===== src/include/servo_panel_defines.vh =====
/*
 Constants for the servo front-panel block: register offsets, field
 positions, reset values, state codes and timing figures.
 Assumes it is included by its bare name from the design files.
*/
`ifndef SERVO_PANEL_DEFINES_VH
`define SERVO_PANEL_DEFINES_VH

// ----------------------------------------
// Clock and timing
// ----------------------------------------
`define CLK_HZ 25000000
`define SETTLE_MS 100
`define DEBOUNCE_MS 10
`define SETTLE_CYC (`SETTLE_MS * (`CLK_HZ / 1000))
`define DEBOUNCE_CYC (`DEBOUNCE_MS * (`CLK_HZ / 1000))

// ----------------------------------------
// Register word offsets
// ----------------------------------------
`define REG_CTRL 4'h0
`define REG_SPEED_MATCH 4'h1
`define REG_POS_WINDOW 4'h2
`define REG_ROT_THR 4'h3
`define REG_TORQUE_LVL 4'h4
`define REG_STATUS 4'h5
`define REG_EDIT_VALUE 4'h6

// ----------------------------------------
// Control register fields and reset values
// ----------------------------------------
`define CTRL_MODE_LSB 0
`define CTRL_ALNUM_BIT 2
`define CTRL_RESET 3'h0
`define SPEED_MATCH_RESET 16'h000A
`define POS_WINDOW_RESET 16'h000A
`define ROT_THR_RESET 16'h0014
`define TORQUE_LVL_RESET 16'h000A

// ----------------------------------------
// Control modes
// ----------------------------------------
`define CM_SPEED 2'h0
`define CM_TORQUE 2'h1
`define CM_POSITION 2'h2

// ----------------------------------------
// Basic modes, in key order
// ----------------------------------------
`define BM_STATUS 2'h0
`define BM_PARAM 2'h1
`define BM_UTILITY 2'h2
`define BM_MONITOR 2'h3

// ----------------------------------------
// State codes
// ----------------------------------------
`define SC_INIT_FAIL 4'h0
`define SC_SERVO_OFF 4'h1
`define SC_READY 4'h2
`define SC_RUN 4'h3
`define SC_QUICK_STOP 4'h4
`define SC_ALARM 4'h5
`define SC_SAFE 4'h6
`define SC_FWD_PROHIBIT 4'h7
`define SC_REV_PROHIBIT 4'h8
`define SC_OVERTRAVEL 4'h9
`define SC_ALARM_NUM 4'hA

// ----------------------------------------
// Status register fields
// ----------------------------------------
`define ST_BITS_LSB 0
`define ST_CODE_LSB 7
`define ST_DIGIT_LSB 11
`define ST_OPEN_BIT 14
`define ST_BMODE_LSB 15
`define ST_READY_BIT 17

`define LAST_DIGIT 3'h4

`endif


===== src/hdl/key_press_filter.v =====
/*
 Debounce and press detector for one front-panel key.
 Assumes the raw key level is synchronous to the clock, high while pressed.
*/
`timescale 1ns/1ps
`default_nettype none

module key_press_filter #(
    parameter STABLE_CYC = 250000
) (
    input wire ref_clk_in,
    input wire rstn_in,
    input wire key_in,
    output reg press_out
);

    reg [31:0] count;
    reg stable;

    // ----------------------------------------
    // Filter
    // ----------------------------------------
    // Level must hold for STABLE_CYC cycles before it is believed;
    // a press pulses once on the accepted rising level only
    always @(posedge ref_clk_in or negedge rstn_in) begin
        if (!rstn_in) begin
            count <= 32'h0;
            stable <= 1'b0;
            press_out <= 1'b0;
        end else begin
            press_out <= 1'b0;
            if (key_in == stable) begin
                count <= 32'h0;
            end else if (count >= STABLE_CYC - 1) begin
                count <= 32'h0;
                stable <= key_in;
                press_out <= key_in;
            end else begin
                count <= count + 32'h1;
            end
        end
    end

endmodule

`default_nettype wire


===== src/hdl/servo_panel_status_display.v =====
/*
 Front-panel operator logic: four keys, basic mode selection, value
 editing and the status display (seven bit segments and a state code).
 Assumes drive conditions arrive as synchronous levels and numbers
 from the motor control logic, and software uses the plain register port.
*/
`timescale 1ns/1ps
`default_nettype none
`include "servo_panel_defines.vh"

// How it works
// - Mode key advances to another basic mode
// - Increment key raises edited value one step
// - Decrement key lowers edited value one step
// - Data key opens value, then shifts digit
// - After settling, start in status display
// - Two bit-data digits plus state code
// - Segment meanings follow control mode
// - Speed: segment 1 on speed match
// - Torque: segment 1 always lit
// - Segment 2 lit while servo disabled
// - Segment 3 lit with control power
// - Speed/torque: segment 4 on speed reference
// - Position: segment 4 on reference pulses
// - Speed/torque: segment 5 on torque reference
// - Position: segment 5 on deviation clear
// - Segment 6 lit when main power normal
// - Segment 7 lit when motor rotating
// - State code covers eleven drive states
// - Data key in status mode during alarm clears alarm
// - Prohibit codes follow overtravel inputs
module servo_panel_status_display #(
    parameter SETTLE_CYC = `SETTLE_CYC,
    parameter DEBOUNCE_CYC = `DEBOUNCE_CYC,
    parameter VW = 16
) (
    input wire ref_clk_in,
    input wire rstn_in,
    input wire [3:0] addr_in,
    input wire [31:0] wr_data_in,
    input wire wr_en_in,
    input wire rd_en_in,
    output reg [31:0] rd_data_out,
    input wire key_mode_in,
    input wire key_up_in,
    input wire key_down_in,
    input wire key_data_in,
    input wire signed [VW-1:0] motor_speed_in,
    input wire signed [VW-1:0] speed_ref_in,
    input wire signed [VW-1:0] torque_ref_in,
    input wire signed [VW-1:0] position_error_in,
    input wire ref_pulse_active_in,
    input wire deviation_clear_in,
    input wire servo_on_in,
    input wire control_power_in,
    input wire main_power_ok_in,
    input wire forward_travel_limit_in,
    input wire reverse_travel_limit_in,
    input wire init_fail_in,
    input wire alarm_in,
    input wire quick_stop_in,
    input wire safe_state_in,
    output reg [1:0] basic_mode_out,
    output reg [6:0] bit_data_out,
    output reg [3:0] state_code_out,
    output reg panel_ready_out,
    output reg edit_open_out,
    output reg [2:0] edit_digit_out,
    output reg [VW-1:0] edit_value_out,
    output reg alarm_clear_out
);

    // ----------------------------------------
    // Declarations
    // ----------------------------------------
    reg [2:0] ctrl;
    reg [VW-1:0] speed_match_threshold;
    reg [VW-1:0] position_window_setting;
    reg [VW-1:0] rotation_threshold;
    reg [VW-1:0] torque_level;
    reg [31:0] settle_count;
    reg [6:0] next_bits;
    reg [3:0] next_code;
    wire [3:0] raw_key;
    wire [3:0] press;
    wire press_mode;
    wire press_up;
    wire press_down;
    wire press_data;
    wire [1:0] control_mode;
    wire alarm_num_sel;
    wire [VW-1:0] speed_diff;
    wire [VW-1:0] speed_ref_mag;
    wire [VW-1:0] torque_ref_mag;
    wire [VW-1:0] motor_speed_mag;
    wire [VW-1:0] pos_err_mag;
    wire [VW-1:0] step;
    wire [31:0] status_word;

    // Magnitude of a signed value; the most negative value keeps its own bit pattern
    function [VW-1:0] mag;
        input [VW-1:0] v;
        begin
            if (v[VW-1]) begin
                mag = ~v + {{(VW-1){1'b0}}, 1'b1};
            end else begin
                mag = v;
            end
        end
    endfunction

    // Weight of the active editing digit
    function [VW-1:0] weight;
        input [2:0] d;
        begin
            case (d)
                3'h0: weight = 16'h0001;
                3'h1: weight = 16'h000A;
                3'h2: weight = 16'h0064;
                3'h3: weight = 16'h03E8;
                3'h4: weight = 16'h2710;
                default: weight = 16'h0001;
            endcase
        end
    endfunction

    // ----------------------------------------
    // Key filters
    // ----------------------------------------
    assign raw_key = {key_data_in, key_down_in, key_up_in, key_mode_in};

    genvar k;
    generate
        for (k = 0; k < 4; k = k + 1) begin : g_key
            key_press_filter #(
                .STABLE_CYC(DEBOUNCE_CYC)
            ) u_filter (
                .ref_clk_in(ref_clk_in),
                .rstn_in(rstn_in),
                .key_in(raw_key[k]),
                .press_out(press[k])
            );
        end
    endgenerate

    // Keys count only once the panel has settled
    assign press_mode = press[0] & panel_ready_out;
    assign press_up = press[1] & panel_ready_out;
    assign press_down = press[2] & panel_ready_out;
    assign press_data = press[3] & panel_ready_out;

    // ----------------------------------------
    // Derived quantities
    // ----------------------------------------
    assign control_mode = ctrl[`CTRL_MODE_LSB +: 2];
    assign alarm_num_sel = ctrl[`CTRL_ALNUM_BIT];
    assign speed_diff = mag(motor_speed_in - speed_ref_in);
    assign speed_ref_mag = mag(speed_ref_in);
    assign torque_ref_mag = mag(torque_ref_in);
    assign motor_speed_mag = mag(motor_speed_in);
    assign pos_err_mag = mag(position_error_in);
    assign step = weight(edit_digit_out);

    // ----------------------------------------
    // Settling after power-up
    // ----------------------------------------
    // hold keys and bit segments off until settled; state code runs from reset
    always @(posedge ref_clk_in or negedge rstn_in) begin
        if (!rstn_in) begin
            settle_count <= 32'h0;
            panel_ready_out <= 1'b0;
        end else if (!panel_ready_out) begin
            if (settle_count >= SETTLE_CYC - 1) begin
                panel_ready_out <= 1'b1;
            end else begin
                settle_count <= settle_count + 32'h1;
            end
        end
    end

    // ----------------------------------------
    // Basic mode and editing
    // ----------------------------------------
    // Mode key also closes any open value, so a new mode starts clean
    always @(posedge ref_clk_in or negedge rstn_in) begin
        if (!rstn_in) begin
            basic_mode_out <= `BM_STATUS;
            edit_open_out <= 1'b0;
            edit_digit_out <= 3'h0;
            edit_value_out <= {VW{1'b0}};
            alarm_clear_out <= 1'b0;
        end else begin
            alarm_clear_out <= 1'b0;
            if (press_mode) begin
                basic_mode_out <= basic_mode_out + 2'h1;
                edit_open_out <= 1'b0;
                edit_digit_out <= 3'h0;
            end else if (press_data) begin
                if (basic_mode_out == `BM_STATUS) begin
                    alarm_clear_out <= alarm_in;
                end else if (!edit_open_out) begin
                    edit_open_out <= 1'b1;
                    edit_digit_out <= 3'h0;
                end else begin
                    if (edit_digit_out == `LAST_DIGIT) begin
                        edit_digit_out <= 3'h0;
                    end else begin
                        edit_digit_out <= edit_digit_out + 3'h1;
                    end
                end
            end else if (press_up && edit_open_out) begin
                edit_value_out <= edit_value_out + step;
            end else if (press_down && edit_open_out) begin
                edit_value_out <= edit_value_out - step;
            end else if (wr_en_in && addr_in == `REG_EDIT_VALUE) begin
                edit_value_out <= wr_data_in[VW-1:0];
            end
        end
    end

    // ----------------------------------------
    // Bit data segments
    // ----------------------------------------
    // segment meaning depends on control mode
    always @* begin
        next_bits = 7'h00;
        if (control_mode == `CM_POSITION) begin
            next_bits[0] = pos_err_mag < position_window_setting;
            next_bits[3] = ref_pulse_active_in;
            next_bits[4] = deviation_clear_in;
        end else begin
            if (control_mode == `CM_TORQUE) begin
                next_bits[0] = 1'b1;
            end else begin
                next_bits[0] = speed_diff <= speed_match_threshold;
            end
            next_bits[3] = speed_ref_mag > rotation_threshold;
            next_bits[4] = torque_ref_mag > torque_level;
        end
        next_bits[1] = !servo_on_in;
        next_bits[2] = control_power_in;
        next_bits[5] = main_power_ok_in;
        next_bits[6] = motor_speed_mag > rotation_threshold;
    end

    // ----------------------------------------
    // State code
    // ----------------------------------------
    // priority from hardest fault down to servo off
    always @* begin
        if (init_fail_in) begin
            next_code = `SC_INIT_FAIL;
        end else if (alarm_in) begin
            next_code = alarm_num_sel ? `SC_ALARM_NUM : `SC_ALARM;
        end else if (safe_state_in) begin
            next_code = `SC_SAFE;
        end else if (quick_stop_in) begin
            next_code = `SC_QUICK_STOP;
        end else if (forward_travel_limit_in && reverse_travel_limit_in) begin
            next_code = `SC_OVERTRAVEL;
        end else if (forward_travel_limit_in) begin
            next_code = `SC_FWD_PROHIBIT;
        end else if (reverse_travel_limit_in) begin
            next_code = `SC_REV_PROHIBIT;
        end else if (servo_on_in) begin
            next_code = `SC_RUN;
        end else if (main_power_ok_in) begin
            next_code = `SC_READY;
        end else begin
            next_code = `SC_SERVO_OFF;
        end
    end

    // ----------------------------------------
    // Display registers
    // ----------------------------------------
    // bit digits shown in status mode only; code follows in every mode
    always @(posedge ref_clk_in or negedge rstn_in) begin
        if (!rstn_in) begin
            bit_data_out <= 7'h00;
            state_code_out <= `SC_SERVO_OFF;
        end else if (panel_ready_out && basic_mode_out == `BM_STATUS) begin
            bit_data_out <= next_bits;
            state_code_out <= next_code;
        end else begin
            bit_data_out <= 7'h00;
            state_code_out <= next_code;
        end
    end

    // ----------------------------------------
    // Register writes
    // ----------------------------------------
    // Thresholds steer the segment comparisons directly
    always @(posedge ref_clk_in or negedge rstn_in) begin
        if (!rstn_in) begin
            ctrl <= `CTRL_RESET;
            speed_match_threshold <= `SPEED_MATCH_RESET;
            position_window_setting <= `POS_WINDOW_RESET;
            rotation_threshold <= `ROT_THR_RESET;
            torque_level <= `TORQUE_LVL_RESET;
        end else if (wr_en_in) begin
            case (addr_in)
                `REG_CTRL: ctrl <= wr_data_in[2:0];
                `REG_SPEED_MATCH: speed_match_threshold <= wr_data_in[VW-1:0];
                `REG_POS_WINDOW: position_window_setting <= wr_data_in[VW-1:0];
                `REG_ROT_THR: rotation_threshold <= wr_data_in[VW-1:0];
                `REG_TORQUE_LVL: torque_level <= wr_data_in[VW-1:0];
                default: ctrl <= ctrl;
            endcase
        end
    end

    // ----------------------------------------
    // Register reads
    // ----------------------------------------
    assign status_word = {14'h0000, panel_ready_out, basic_mode_out,
        edit_open_out, edit_digit_out, state_code_out, bit_data_out};

    // Data stands the cycle after the strobe only; unmapped reads zero
    always @(posedge ref_clk_in or negedge rstn_in) begin
        if (!rstn_in) begin
            rd_data_out <= 32'h00000000;
        end else if (rd_en_in) begin
            case (addr_in)
                `REG_CTRL: rd_data_out <= {29'h00000000, ctrl};
                `REG_SPEED_MATCH: rd_data_out <= {16'h0000, speed_match_threshold};
                `REG_POS_WINDOW: rd_data_out <= {16'h0000, position_window_setting};
                `REG_ROT_THR: rd_data_out <= {16'h0000, rotation_threshold};
                `REG_TORQUE_LVL: rd_data_out <= {16'h0000, torque_level};
                `REG_STATUS: rd_data_out <= status_word;
                `REG_EDIT_VALUE: rd_data_out <= {16'h0000, edit_value_out};
                default: rd_data_out <= 32'h00000000;
            endcase
        end else begin
            rd_data_out <= 32'h00000000;
        end
    end

endmodule

`default_nettype wire


===== config.mk =====
export PLATFORM = sky130hd
export DESIGN_NAME = servo_panel_status_display
export DESIGN_NICKNAME = d
export VERILOG_FILES = /design/src/hdl/key_press_filter.v /design/src/hdl/servo_panel_status_display.v
export VERILOG_INCLUDE_DIRS = /design/src /design/src/include
export SDC_FILE = /design/constraint.sdc
export NUM_CORES = 1
export LEC_CHECK = 0
export BUFFER_PORTS_ARGS = -buffer_cell sky130_fd_sc_hd__buf_2
export CORE_ASPECT_RATIO = 1.75
export CORE_MARGIN = 2
export CORE_UTILIZATION = 49
export DETAILED_ROUTE_END_ITERATION = 10
export PLACE_DENSITY = 0.75
export SLEW_MARGIN = 20
export SYNTH_ARGS = -nofsm -noshare
export SYNTH_HDL_FRONTEND = slang
export SYNTH_SLANG_ARGS = --single-unit

===== constraint.sdc =====
create_clock -name ref_clk_in -period 6.7 [get_ports ref_clk_in]
set_clock_uncertainty 0.15 [all_clocks]
set_input_delay 1.005 -clock ref_clk_in [delete_from_list [all_inputs] [get_ports ref_clk_in]]
set_output_delay 1.005 -clock ref_clk_in [all_outputs]
set_load 0.02 [all_outputs]

**Word level (Yosys, flattened, before mapping)**

Index checks and enable logic that the tools add are counted.
W data, S select, Z words.

- Add/subtract/negate cells: 15
- Magnitude comparators: 10
- Equal/unequal tests: 17
- Multiplexer cells: 54
- Bitwise operators: 17
- Reduce and logical (&&, ||, !) cells: 22

Operators with widths:

| kind | number |
|---|---|
| $mux W32 | 9 |
| $add A32 B1 Y32 const B | 5 |
| $ge A32 B18 Y1 const B | 4 |
| $mux W16 | 8 |
| $pmux W18 S7 | 1 |
| $add A16 B1 Y16 const B | 5 |
| $not A16 Y16 | 5 |
| $pmux W14 S4 | 1 |
| $gt A16 B16 Y1 | 3 |
| $ge A32 B22 Y1 const B | 1 |
| $mux W4 | 8 |
| $sub A16 B16 Y16 | 2 |
| $reduce_and A2 Y1 | 11 |
| $mux W1 | 18 |
| $add A16 B16 Y16 | 1 |
| $le A16 B16 Y1 | 1 |
| $lt A16 B16 Y1 | 1 |
| $mux W3 | 5 |
| $eq A4 B3 Y1 const B | 3 |
| $eq A4 B2 Y1 const B | 2 |
| $not A1 Y1 | 8 |
| $mux W7 | 1 |
| $eq A3 B2 Y1 const B | 2 |
| $mux W2 | 3 |
| other kinds (17) | 27 |

- Register bits: 302
- Output and inout bits: 67
- Logic and storage cells: 162

**Logic depth before layout (Yosys ltp)**

Gate-level depths: netlist of the first run.

- Word-level depth: 9
- Gate-level depth with buffers: 22
- Depth with buffers taken out: 22

**Cells and area by module**

A second synthesis of the first run with hierarchy kept.

- Cells, all modules: 1826
- Area total of the unflattened synthesis: 17818.3 um2

By module, submodules not included:

| module | instances | cells each | area each (um2) |
|---|---|---|---|
| servo_panel_status_display | 1 | 1374 | 12378.1 |
| key_press_filter | 4 | 113 | 1360.1 |

**Worst setup path after synthesis of the first run**

Ideal clock, no wire load.

- Path kind: input port to flip-flop
- Start point: input speed_ref_in[6]
- End point: register bit_data_out[0]
- Setup time: 101 ps
- Data arrival time: 4739 ps
- Path slack: 1710 ps
- Stages: 22
- Cell sequence: inv_1 > ha_1 > and3_1 > a31o_2 > a31oi_1 > o211ai_1 > a31o_2 > a21oi_1 > xnor2_1 > buf_2 > nor2_1 > a21oi_1 > ha_1 > nor2b_1 > o21a_1 > o21a_1 > o21a_1 > o21a_1 > o21a_1 > o21ai_0 > a21oi_1 > nor4_1

- Longest elaborated chain between the ends: 8

RTL lines:

| element | line | source |
|---|---|---|
| start: declaration | servo_panel_status_display.v:49 | `input wire signed [VW-1:0] speed_ref_in,` |
| $sub A16 B16 Y16 * | servo_panel_status_display.v:157 | `assign speed_diff = mag(motor_speed_in - speed_ref_in);` |
| $not A16 Y16 | servo_panel_status_display.v:105 | `mag = ~v + {{(VW-1){1'b0}}, 1'b1};` |
| $add A16 B1 Y16 | servo_panel_status_display.v:105 |  |
| $mux W16 * | servo_panel_status_display.v:104 | `if (v[VW-1]) begin` |
| $le A16 B16 Y1 * | servo_panel_status_display.v:235 | `next_bits[0] = speed_diff <= speed_match_threshold;` |
| $mux W1 * | servo_panel_status_display.v:232 | `` if (control_mode == `CM_TORQUE) begin `` |
| $mux W1 * | servo_panel_status_display.v:227 | `` if (control_mode == `CM_POSITION) begin `` |
| $mux W7 * | servo_panel_status_display.v:282 | `` end else if (panel_ready_out && basic_mode_out == `BM_STATUS) begin `` |
| end signal: assignment | servo_panel_status_display.v:283 | `bit_data_out <= next_bits;` |
| end: declaration | servo_panel_status_display.v:64 | `output reg [6:0] bit_data_out,` |

Every way passes the cells marked *; elsewhere a longest branch is shown, timed or not.
A chain may end at the register's enable or synchronous reset.

**Worst setup path in the final report of the first run**

- Start point: input motor_speed_in[0]
- End point: register bit_data_out[0]

- Longest elaborated chain between the ends: 8

RTL lines:

| element | line | source |
|---|---|---|
| start: declaration | servo_panel_status_display.v:48 | `input wire signed [VW-1:0] motor_speed_in,` |
| $sub A16 B16 Y16 * | servo_panel_status_display.v:157 |  |
| $not A16 Y16 | servo_panel_status_display.v:105 |  |
| $add A16 B1 Y16 | servo_panel_status_display.v:105 |  |
| $mux W16 * | servo_panel_status_display.v:104 |  |
| $le A16 B16 Y1 * | servo_panel_status_display.v:235 |  |
| $mux W1 * | servo_panel_status_display.v:232 |  |
| $mux W1 * | servo_panel_status_display.v:227 |  |
| $mux W7 * | servo_panel_status_display.v:282 |  |

Marks and branches as above.

==> out/qor.csv, run 1 <==
stage;metric;value;unit
sta;final setup TNS;0;ns
logic_synthesis;post-synthesis xor/xnor area fraction;8.81;%
floorplanning;Die Area;36500;sq um
routing;routed len/inst;18.9;microns
setup_path;peak fanout along the critical path;9;
clock_tree;clk slew on worst S/H paths;0.07;ns
floorplanning;Rows;90;
sta;fraction of the cycle the final worst path needs;76.6;%
logic_synthesis;Synth warnings;0;
logic_synthesis;Post-synth top flop;dfrtp_1;
floorplanning;Die Wd;145;microns
logic_synthesis;Synth Area in Compound Gates;13.4;%
routing;number of DRC markers in iteration 0;805;
cells_and_area;synthesis-to-finish area growth;13.7;%
clock_tree;Root Buffer;clkbuf_16;
clock_tree;Post-CTS Hold Fix Bufs;0;
sta;fmax;0.195;GHz
logic_synthesis;Syn Area/Cell;9.74;sq um
placement;routability-driven placement congestion ratio;0.955;
logic_synthesis;top cells by count, synth;279 x dfrtp_1, 157 x nor2_1, 134 x ha_1;
setup_path;WS Path Type;primary input to flop;
sta;slew margin rel.;39.6;%
setup_path;crit path capture type;flop;
routing;Vias;13784;
clock_tree;TritonCTS Buffers;27;
sta;RSZ-0062 raised after global routing;no;
clock_tree;worst skew pair latency;0.57;ns
sta;fin crit period;5.13;ns
grt;Congestion Overflow GR;0;
power_and_ir_drop;LEAKAGE;0.00902;uW
power_and_ir_drop;pwr/cell area;248;nW/um^2
cells_and_area;layout cell share with drive strength beyond 1;15.8;%
logic_synthesis;library cells used by synthesis;72;
placement;Post-Place Cell Area;18600;sq um
grt;global-route wire length before repair;72.2;mm
routing;Final ANT Viol Nets;0;
grt;All-Layer GR Usage;24.8;%
cells_and_area;Nets;2211;
routing;DR WL met2;23.7;mm
logic_synthesis;Yosys top cell by area;dfrtp_1;
logic_synthesis;Seq cells post-synth;288;
clock_tree;Post-CTS Setup Inserts;0;
sta;Worst-Margin Slew;0.904;ns
outcome;status;completed;
clock_tree;CTS sink cnt;288;
placement;Setup WS pre-CTS;1.02;ns
clock_tree;CTS Buffer Depth;3;
routing;met3 WL;2.27;mm
clock_tree;post-CTS resize count;0;
grt;initial antenna violation count;4;
routing;uppermost layer routed;met4;
logic_synthesis;Mapped Area;17100;sq um
routing;final wirelength;46.1;mm
clock_tree;CTS tree;done;
placement;PortBufs;155;
setup_path;CP required;7.01;ns
placement;HPWL Detailed;36.2;mm
setup_path;CP Data Arrival Time;5.45;ns
logic_synthesis;post-synthesis simple-gate area fraction;16.0;%
floorplanning;height of the chip;251;microns
job;max_cap viols;0;
floorplanning;I/O Pins;186;
cells_and_area;final core utilization;56.4;%
power_and_ir_drop;worst IR drop on VDD;0.213;mV
logic_synthesis;Post-synth EDFFs;0;
clock_tree;Max H-tree Level;1;
routing;# DRC;0;
sta;Final Max Tran Viols;0;
routing;wire length on met1;16.0;mm
logic_synthesis;share of the synthesized area in the top cell type;40.8;%
grt;vias in the first global route;14364;
logic_synthesis;Post-Syn Instances;1756;
floorplanning;Starting Density;49.7;%
sta;post-route setup slack;1.57;ns
cells_and_area;design area;19400;sq um
logic_synthesis;Area contributors post-synth;dfrtp_1 41%, ha_1 9.8%, xnor2_1 5.5%;
sta;Final Hold Viols;0;
sta;# setup viols final;0;
routing;drt via density;5.65;
grt;largest net degree at the start of global routing;153;
logic_synthesis;post-synthesis mux area share;5.10;%
logic_synthesis;Synth Area in Adders;10.2;%
routing;TritonRoute pass-1 iters;5;
setup_path;crit path launch type;primary input;
logic_synthesis;count leader, synth;dfrtp_1;
floorplanning;core area;34500;sq um
logic_synthesis;largest family of logic cells by synthesized area;simple AND/OR/NAND/NOR gates;
min_path;hold crit path type;flop to flop;
logic_synthesis;sequential fraction of the synthesis area;42.2;%
logic_synthesis;asr flop ratio synth;100;%
critical path: stages:
cell and delay, ns:
buf_2 0.09, inv_1 0.09, ha_1 0.23, nand2b_1 0.18
a21oi_1 0.32, a31oi_1 0.21, o211ai_1 0.29, a31o_2 0.19
a21oi_1 0.07, xnor2_1 0.56, buf_4 0.29, nor2b_1 0.07
xor2_1 0.14, ha_1 0.20, a21o_1 0.16, a21o_1 0.17
a21o_1 0.16, a21o_1 0.17, a21oi_1 0.13, o21ai_0 0.19
o21ai_0 0.20, a21oi_1 0.06, nor4_1 0.25
layer usage:
metal  global-route usage, %  up-vias
met5                       0        -
met4                    20.0        0
met3                    3.81      161
met2                    45.8      413
met1                    24.5     6685
li1                        -     6525
sequential cells by signal, summed over array words and instances, names as in the netlist:
name,flops
edit_open_out,1
bit_data_out,7
settle_count,32
rotation_threshold,16
alarm_clear_out,1
position_window_setting,16
edit_digit_out,3
g_key.u_filter.press_out,4
rd_data_out,18
g_key.u_filter.stable,4
ctrl,3
panel_ready_out,1
speed_match_threshold,16
torque_level,16
state_code_out,4
basic_mode_out,2
g_key.u_filter.count,128
edit_value_out,16
power breakdown:
part,switching (uW),internal [uW]
Combinational,705,518
Clock,693,853
Sequential,163,1890
cell families after synthesis:
logic type,Yosys count
xor gates and xnor gates,172
AOI/OAI and AO/OA,343
buffers and inverters,182
muxes,78
and+or+nand+nor,555
DFF,288
adders and majority gates,137
other,1
metrics by stage:
stage / hold slack [ns] / total power (uW) / instances
2_1_floorplan: 0.275 / 2850 / 1825
3_3_place_gp: 0.215 / 3230 / 2386
3_5_place_dp: 0.218 / 3290 / 2386
4_1_cts: 0.233 / 4840 / 2435
5_1_grt: 0.239 / 5070 / 2439
6_report: 0.230 / 4820 / 2439
cell type report:
class / count / area, sq um
Antenna cell: 4 / 10.0
Clock buffer: 33 / 718
Clock inverter: 16 / 170
Fill cell: 3095 / 15000
Inverter: 116 / 435
Multi-Input combinational cell: 1355 / 9430
Sequential cell: 288 / 7220
Tap cell: 460 / 576
Timing Repair Buffer: 167 / 888
path summary, 6_finish.rpt:
kind | start | to | slack (ns) | cells past startpoint
max in group asynchronous | rstn_in | speed_match_threshold[7] | 4.88 | 2
worst max-delay path | motor_speed_in[0] | bit_data_out[0] | 1.57 | 23
worst min-delay path | settle_count[25] | settle_count[25] | 0.23 | 0
worst max register to register | edit_digit_out[0] | edit_value_out[14] | 1.92 | 19
worst min register to register | settle_count[25] | settle_count[25] | 0.23 | 0
min in group asynchronous | rstn_in | g_key[0].u_filter.count[4] | 0.24 | 1
cells in the final DEF, fill, tap and decap left out, drive strengths merged, types with 6 or more instances in the layout:
cell type / instances
or3: 7
buf: 167
xnor2: 108
a31oi: 22
o31ai: 16
nor2: 157
and3: 37
a21oi: 59
a22oi: 50
clkbuf: 33
nand2: 120
o41ai: 10
and2: 7
nor3: 35
nand4: 36
o22ai: 10
mux2: 73
nor3b: 8
inv: 119
a211oi: 7
dfstp: 9
nor4: 23
o21ai: 71
conb: 70
xor2: 64
dfrtp: 279
o21a: 23
a21o: 21
nand3: 44
nor2b: 30
nand2b: 28
clkinv: 8
o21bai: 7
or4: 6
ha: 134
(Power assumes the default switching activity.)
==> run 2: changes to the inputs <==
ABC_AREA = 1   (was not set)
clock period = 4.74 ns   (was 6.7 ns; I/O delays follow)
==> run 2 against run 1 <==
  * Sequential share of layout area fell by 2.1 points
  * Critical path type is now flop to flop
  * Die area rose by 6.9%
  * Clock power rose by 46%
  * Wire length rose by 16%
  * Setup slack got worse by 0.91 ns
  * Largest power group unchanged
  * Sequential cell count did not move
  * Via count rose by 21%
  * First-iteration DRC count rose by 54%
  * Clock-buffer cell count rose by 2
  * Non-clock buffer count fell by 2
  * Worst hold slack got worse by 0.13 ns
==> out/qor.csv, run 2 <==
stage;metric;value;unit;change
outcome;status;completed;;
setup_path;crit path capture type;flop;;
cells_and_area;commonest non-fill, non-tap cells in the layout;475 x nand2_1, 331 x inv_1, 279 x dfrtp_1, 250 x nor2_1, 162 x o21ai_0;;
floorplanning;I/O Pins;186;;unchanged
cells_and_area;Nets;2815;;+27%
power_and_ir_drop;Logic pwr share;25.7;%;+0.3 points
logic_synthesis;Yosys top cell by area;dfrtp_1;;
setup_path;WP buf/inv;3;;unchanged
placement;PortBufs;155;;unchanged
cells_and_area;Largest regs;g_key.u_filter.count x128, settle_count x32, rd_data_out x18;;
setup_path;critical path's most frequent cell;nand2_1;;
grt;initial antenna violation count;1;;-3
setup_path;WS Path Type;flop to flop;;
clock_tree;Max H-tree Level;1;;unchanged
sta;Final Hold Viols;0;;unchanged
placement;HPWL Detailed;42.2;mm;+17%
setup_path;CP Data Arrival Time;4.35;ns;-1.10 ns
sta;slew margin rel.;29.3;%;-10 points
logic_synthesis;Synth warnings;0;;unchanged
setup_path;peak fanout along the critical path;9;;unchanged
clock_tree;TritonCTS Buffers;26;;-3.7%
setup_path;Crit path max-delay family;simple AND/OR/NAND/NOR gates;;
power_and_ir_drop;worst IR drop on VDD;0.326;mV;+53%
logic_synthesis;Post-synth top flop;dfrtp_1;;
job;max_cap viols;0;;unchanged
clock_tree;clk slew on worst S/H paths;0.07;ns;about the same
cells_and_area;layout cell share with drive strength beyond 1;10.2;%;-5.6 points
cells_and_area;Biggest register;g_key.u_filter.count;;
floorplanning;Starting Density;49.7;%;about the same
routing;routed len/inst;17.5;microns;-7.4%
setup_path;CP max-delay cell;o21ai_1;;
cells_and_area;final core utilization;55.8;%;-0.63 points
clock_tree;post-CTS resize count;0;;unchanged
routing;final wirelength;53.5;mm;+16%
clock_tree;worst skew pair latency;0.55;ns;-0.02 ns
logic_synthesis;Post-Syn Instances;2374;;+35%
min_path;hold crit path type;primary input to asynchronous set/reset pin;;
power_and_ir_drop;clock power share;33.0;%;+0.9 points
cells_and_area;synthesis-to-finish area growth;12.4;%;
power_and_ir_drop;Cell Int Power;4560;uW;+40%
sta;RSZ-0062 raised after global routing;no;;
clock_tree;Root Buffer;clkbuf_16;;
routing;Final ANT Viol Nets;0;;unchanged
grt;largest net degree at the start of global routing;131;;-14%
sta;final setup TNS;0;ns;unchanged
routing;number of DRC markers in iteration 0;1240;;+54%
floorplanning;core area;36900;sq um;+7.0%
grt;Congestion Overflow GR;0;;unchanged
logic_synthesis;library cells used by synthesis;57;;-21%
placement;routability-driven placement congestion ratio;0.984;;+3.0%
logic_synthesis;count leader, synth;nand2_1;;
floorplanning;Die Wd;150;microns;+3.4%
floorplanning;Rows;93;;+3.3%
power_and_ir_drop;sequential share of power;41.3;%;-1.3 points
clock_tree;Post-CTS Setup Inserts;0;;unchanged
clock_tree;CTS sink cnt;288;;unchanged
cells_and_area;# fillers;3473;;+12%
setup_path;crit path launch type;flop;;
logic_synthesis;Mapped Area;18300;sq um;+7.0%
setup_path;CP required;5.01;ns;-2.00 ns
sta;# setup viols final;0;;unchanged
routing;# DRC;0;;unchanged
cells_and_area;max FFs per register;128;;unchanged
setup_path;CP max stage delay;0.47;ns;-0.09 ns
grt;All-Layer GR Usage;27.7;%;+2.8 points
clock_tree;Post-CTS Hold Fix Bufs;0;;unchanged
logic_synthesis;Area contributors post-synth;dfrtp_1 38%, nand2_1 9.7%, ha_1 9.2%;;
sta;Final Max Tran Viols;0;;unchanged
power_and_ir_drop;pwr/cell area;333;nW/um^2;+34%
logic_synthesis;asr flop ratio synth;100;%;unchanged
power_and_ir_drop;LEAKAGE;0.0103;uW;+14%
sta;fmax;0.245;GHz;
logic_synthesis;Syn Area/Cell;7.71;sq um;-21%
clock_tree;CTS Buffer Depth;3;;unchanged
power_and_ir_drop;NetSw;2290;uW;+47%
power_and_ir_drop;switching share of power;33.4;%;+1.0 points
setup_path;cells along the critical path;inv_1, ha_1, nand2_1, inv_1, a21oi_1, inv_1, nor3_1, nor2_1, nor2_1, ha_1, nor2_1, nand2_1, o21ai_1, nand2_1, nand2_1, nand2_1, nand3_1, nand2_1, nand2_1, o21ai_0;;
sta;Worst-Margin Slew;1.06;ns;+0.153 ns
floorplanning;Die Area;39000;sq um;+6.9%
power_and_ir_drop;Power, Total;6850;uW;+42%
logic_synthesis;top cells by count, synth;475 x nand2_1, 331 x inv_1, 279 x dfrtp_1;;
grt;vias in the first global route;16992;;+18%
routing;drt via density;5.46;;-3.4%
logic_synthesis;sequential fraction of the synthesis area;39.4;%;-2.8 points
sta;fraction of the cycle the final worst path needs;86.2;%;
logic_synthesis;share of the synthesized area in the top cell type;38.1;%;-2.7 points
clock_tree;CTS tree;done;;
logic_synthesis;Seq cells post-synth;288;;unchanged
logic_synthesis;Post-synth EDFFs;0;;unchanged
cells_and_area;leading cell type in the layout, fill and taps excluded;nand2_1;;
grt;global-route wire length before repair;84.3;mm;+17%
routing;TritonRoute pass-1 iters;6;;+1
sta;fin crit period;4.09;ns;
floorplanning;height of the chip;260;microns;+3.4%
routing;Vias;16676;;+21%
sta;hold_ws;0.0988;ns;-0.131 ns
==> run 2: changes by cell type after synthesis, moves of 72 or more <==
cell / change
nand2_1: +355
nor2_1: +93
nand3_1: +101
mux2_2: -73
xnor2_1: -72
inv_1: +215
o21ai_0: +91
==> run 2: path summary, 6_finish.rpt <==
path	start	to	slack [ns]	depth (start not counted)
setup / recovery	edit_digit_out[0]	edit_value_out[11]	0.65	20
hold / removal	rstn_in	g_key[2].u_filter.count[1]	0.1	1
setup reg to reg	edit_digit_out[0]	edit_value_out[11]	0.65	20
hold reg to reg	settle_count[27]	settle_count[27]	0.23	0
max in group asynchronous	rstn_in	settle_count[1]	3.29	2
min in group ref_clk_in	servo_on_in	bit_data_out[1]	0.19	2
==> run 2: through the flow <==
stage	worst slack (ns)	cell area [sq um]	instances
detailed placement	0.385	19700	3006
floorplan	0.993	18600	2443
global placement	0.410	19700	3006
CTS	0.788	20600	3054
global route	0.366	20600	3054
finish	0.654	20600	3056
==> run 2: final cells by class <==
cell class	count	area (sq um)	area share (%)
multi-input cells	1743	9710	47.1
flip-flops and latches	288	7220	35.1
inverters	335	1260	6.11
repair buffers	165	886	4.30
clock buffers	35	766	3.72
well taps	475	594	2.89
clock inverters	13	155	0.754
diodes	2	5.00	0.0243
==> run 2: worst reg2reg max path, stage by stage (launching register included) <==
cell,delay [ns]
dfrtp_1,0.41
inv_1,0.13
ha_1,0.22
nand2_1,0.08
inv_1,0.06
a21oi_1,0.32
inv_1,0.16
nor3_1,0.30
nor2_1,0.17
nor2_1,0.22
ha_1,0.39
nor2_1,0.19
nand2_1,0.07
o21ai_1,0.47
nand2_1,0.15
nand2_1,0.13
nand2_1,0.06
nand3_1,0.08
nand2_1,0.05
nand2_1,0.05
o21ai_0,0.08
==> run 2: logic make-up after synthesis <==
kind of cell | synth area share (%)
xor+xnor | 6.74
compound gates | 11.1
buf+inv | 9.01
fa+ha+maj | 9.48
simple gates | 24.2
other cells | 0.0205
flops | 39.4
==> run 2: per-layer routing <==
metal  vias up  share of wire (%)  global-route usage [%]
met4         2                9.3                    22.2
met2       594                 51                    49.9
li1       8019                  -                       -
met1      7835                 34                    28.0
met5         -              0.021                       0
met3       226                5.6                    3.86
==> run 2: power groups by stage <==
stage / clock network (uW) / logic [uW] / registers, uW
floorplan: 0 / 1160 / 2840
global placement: 0 / 1680 / 2860
detailed placement: 0 / 1740 / 2870
CTS: 2300 / 1750 / 2820
global route: 2390 / 2000 / 2840
finish: 2260 / 1760 / 2830
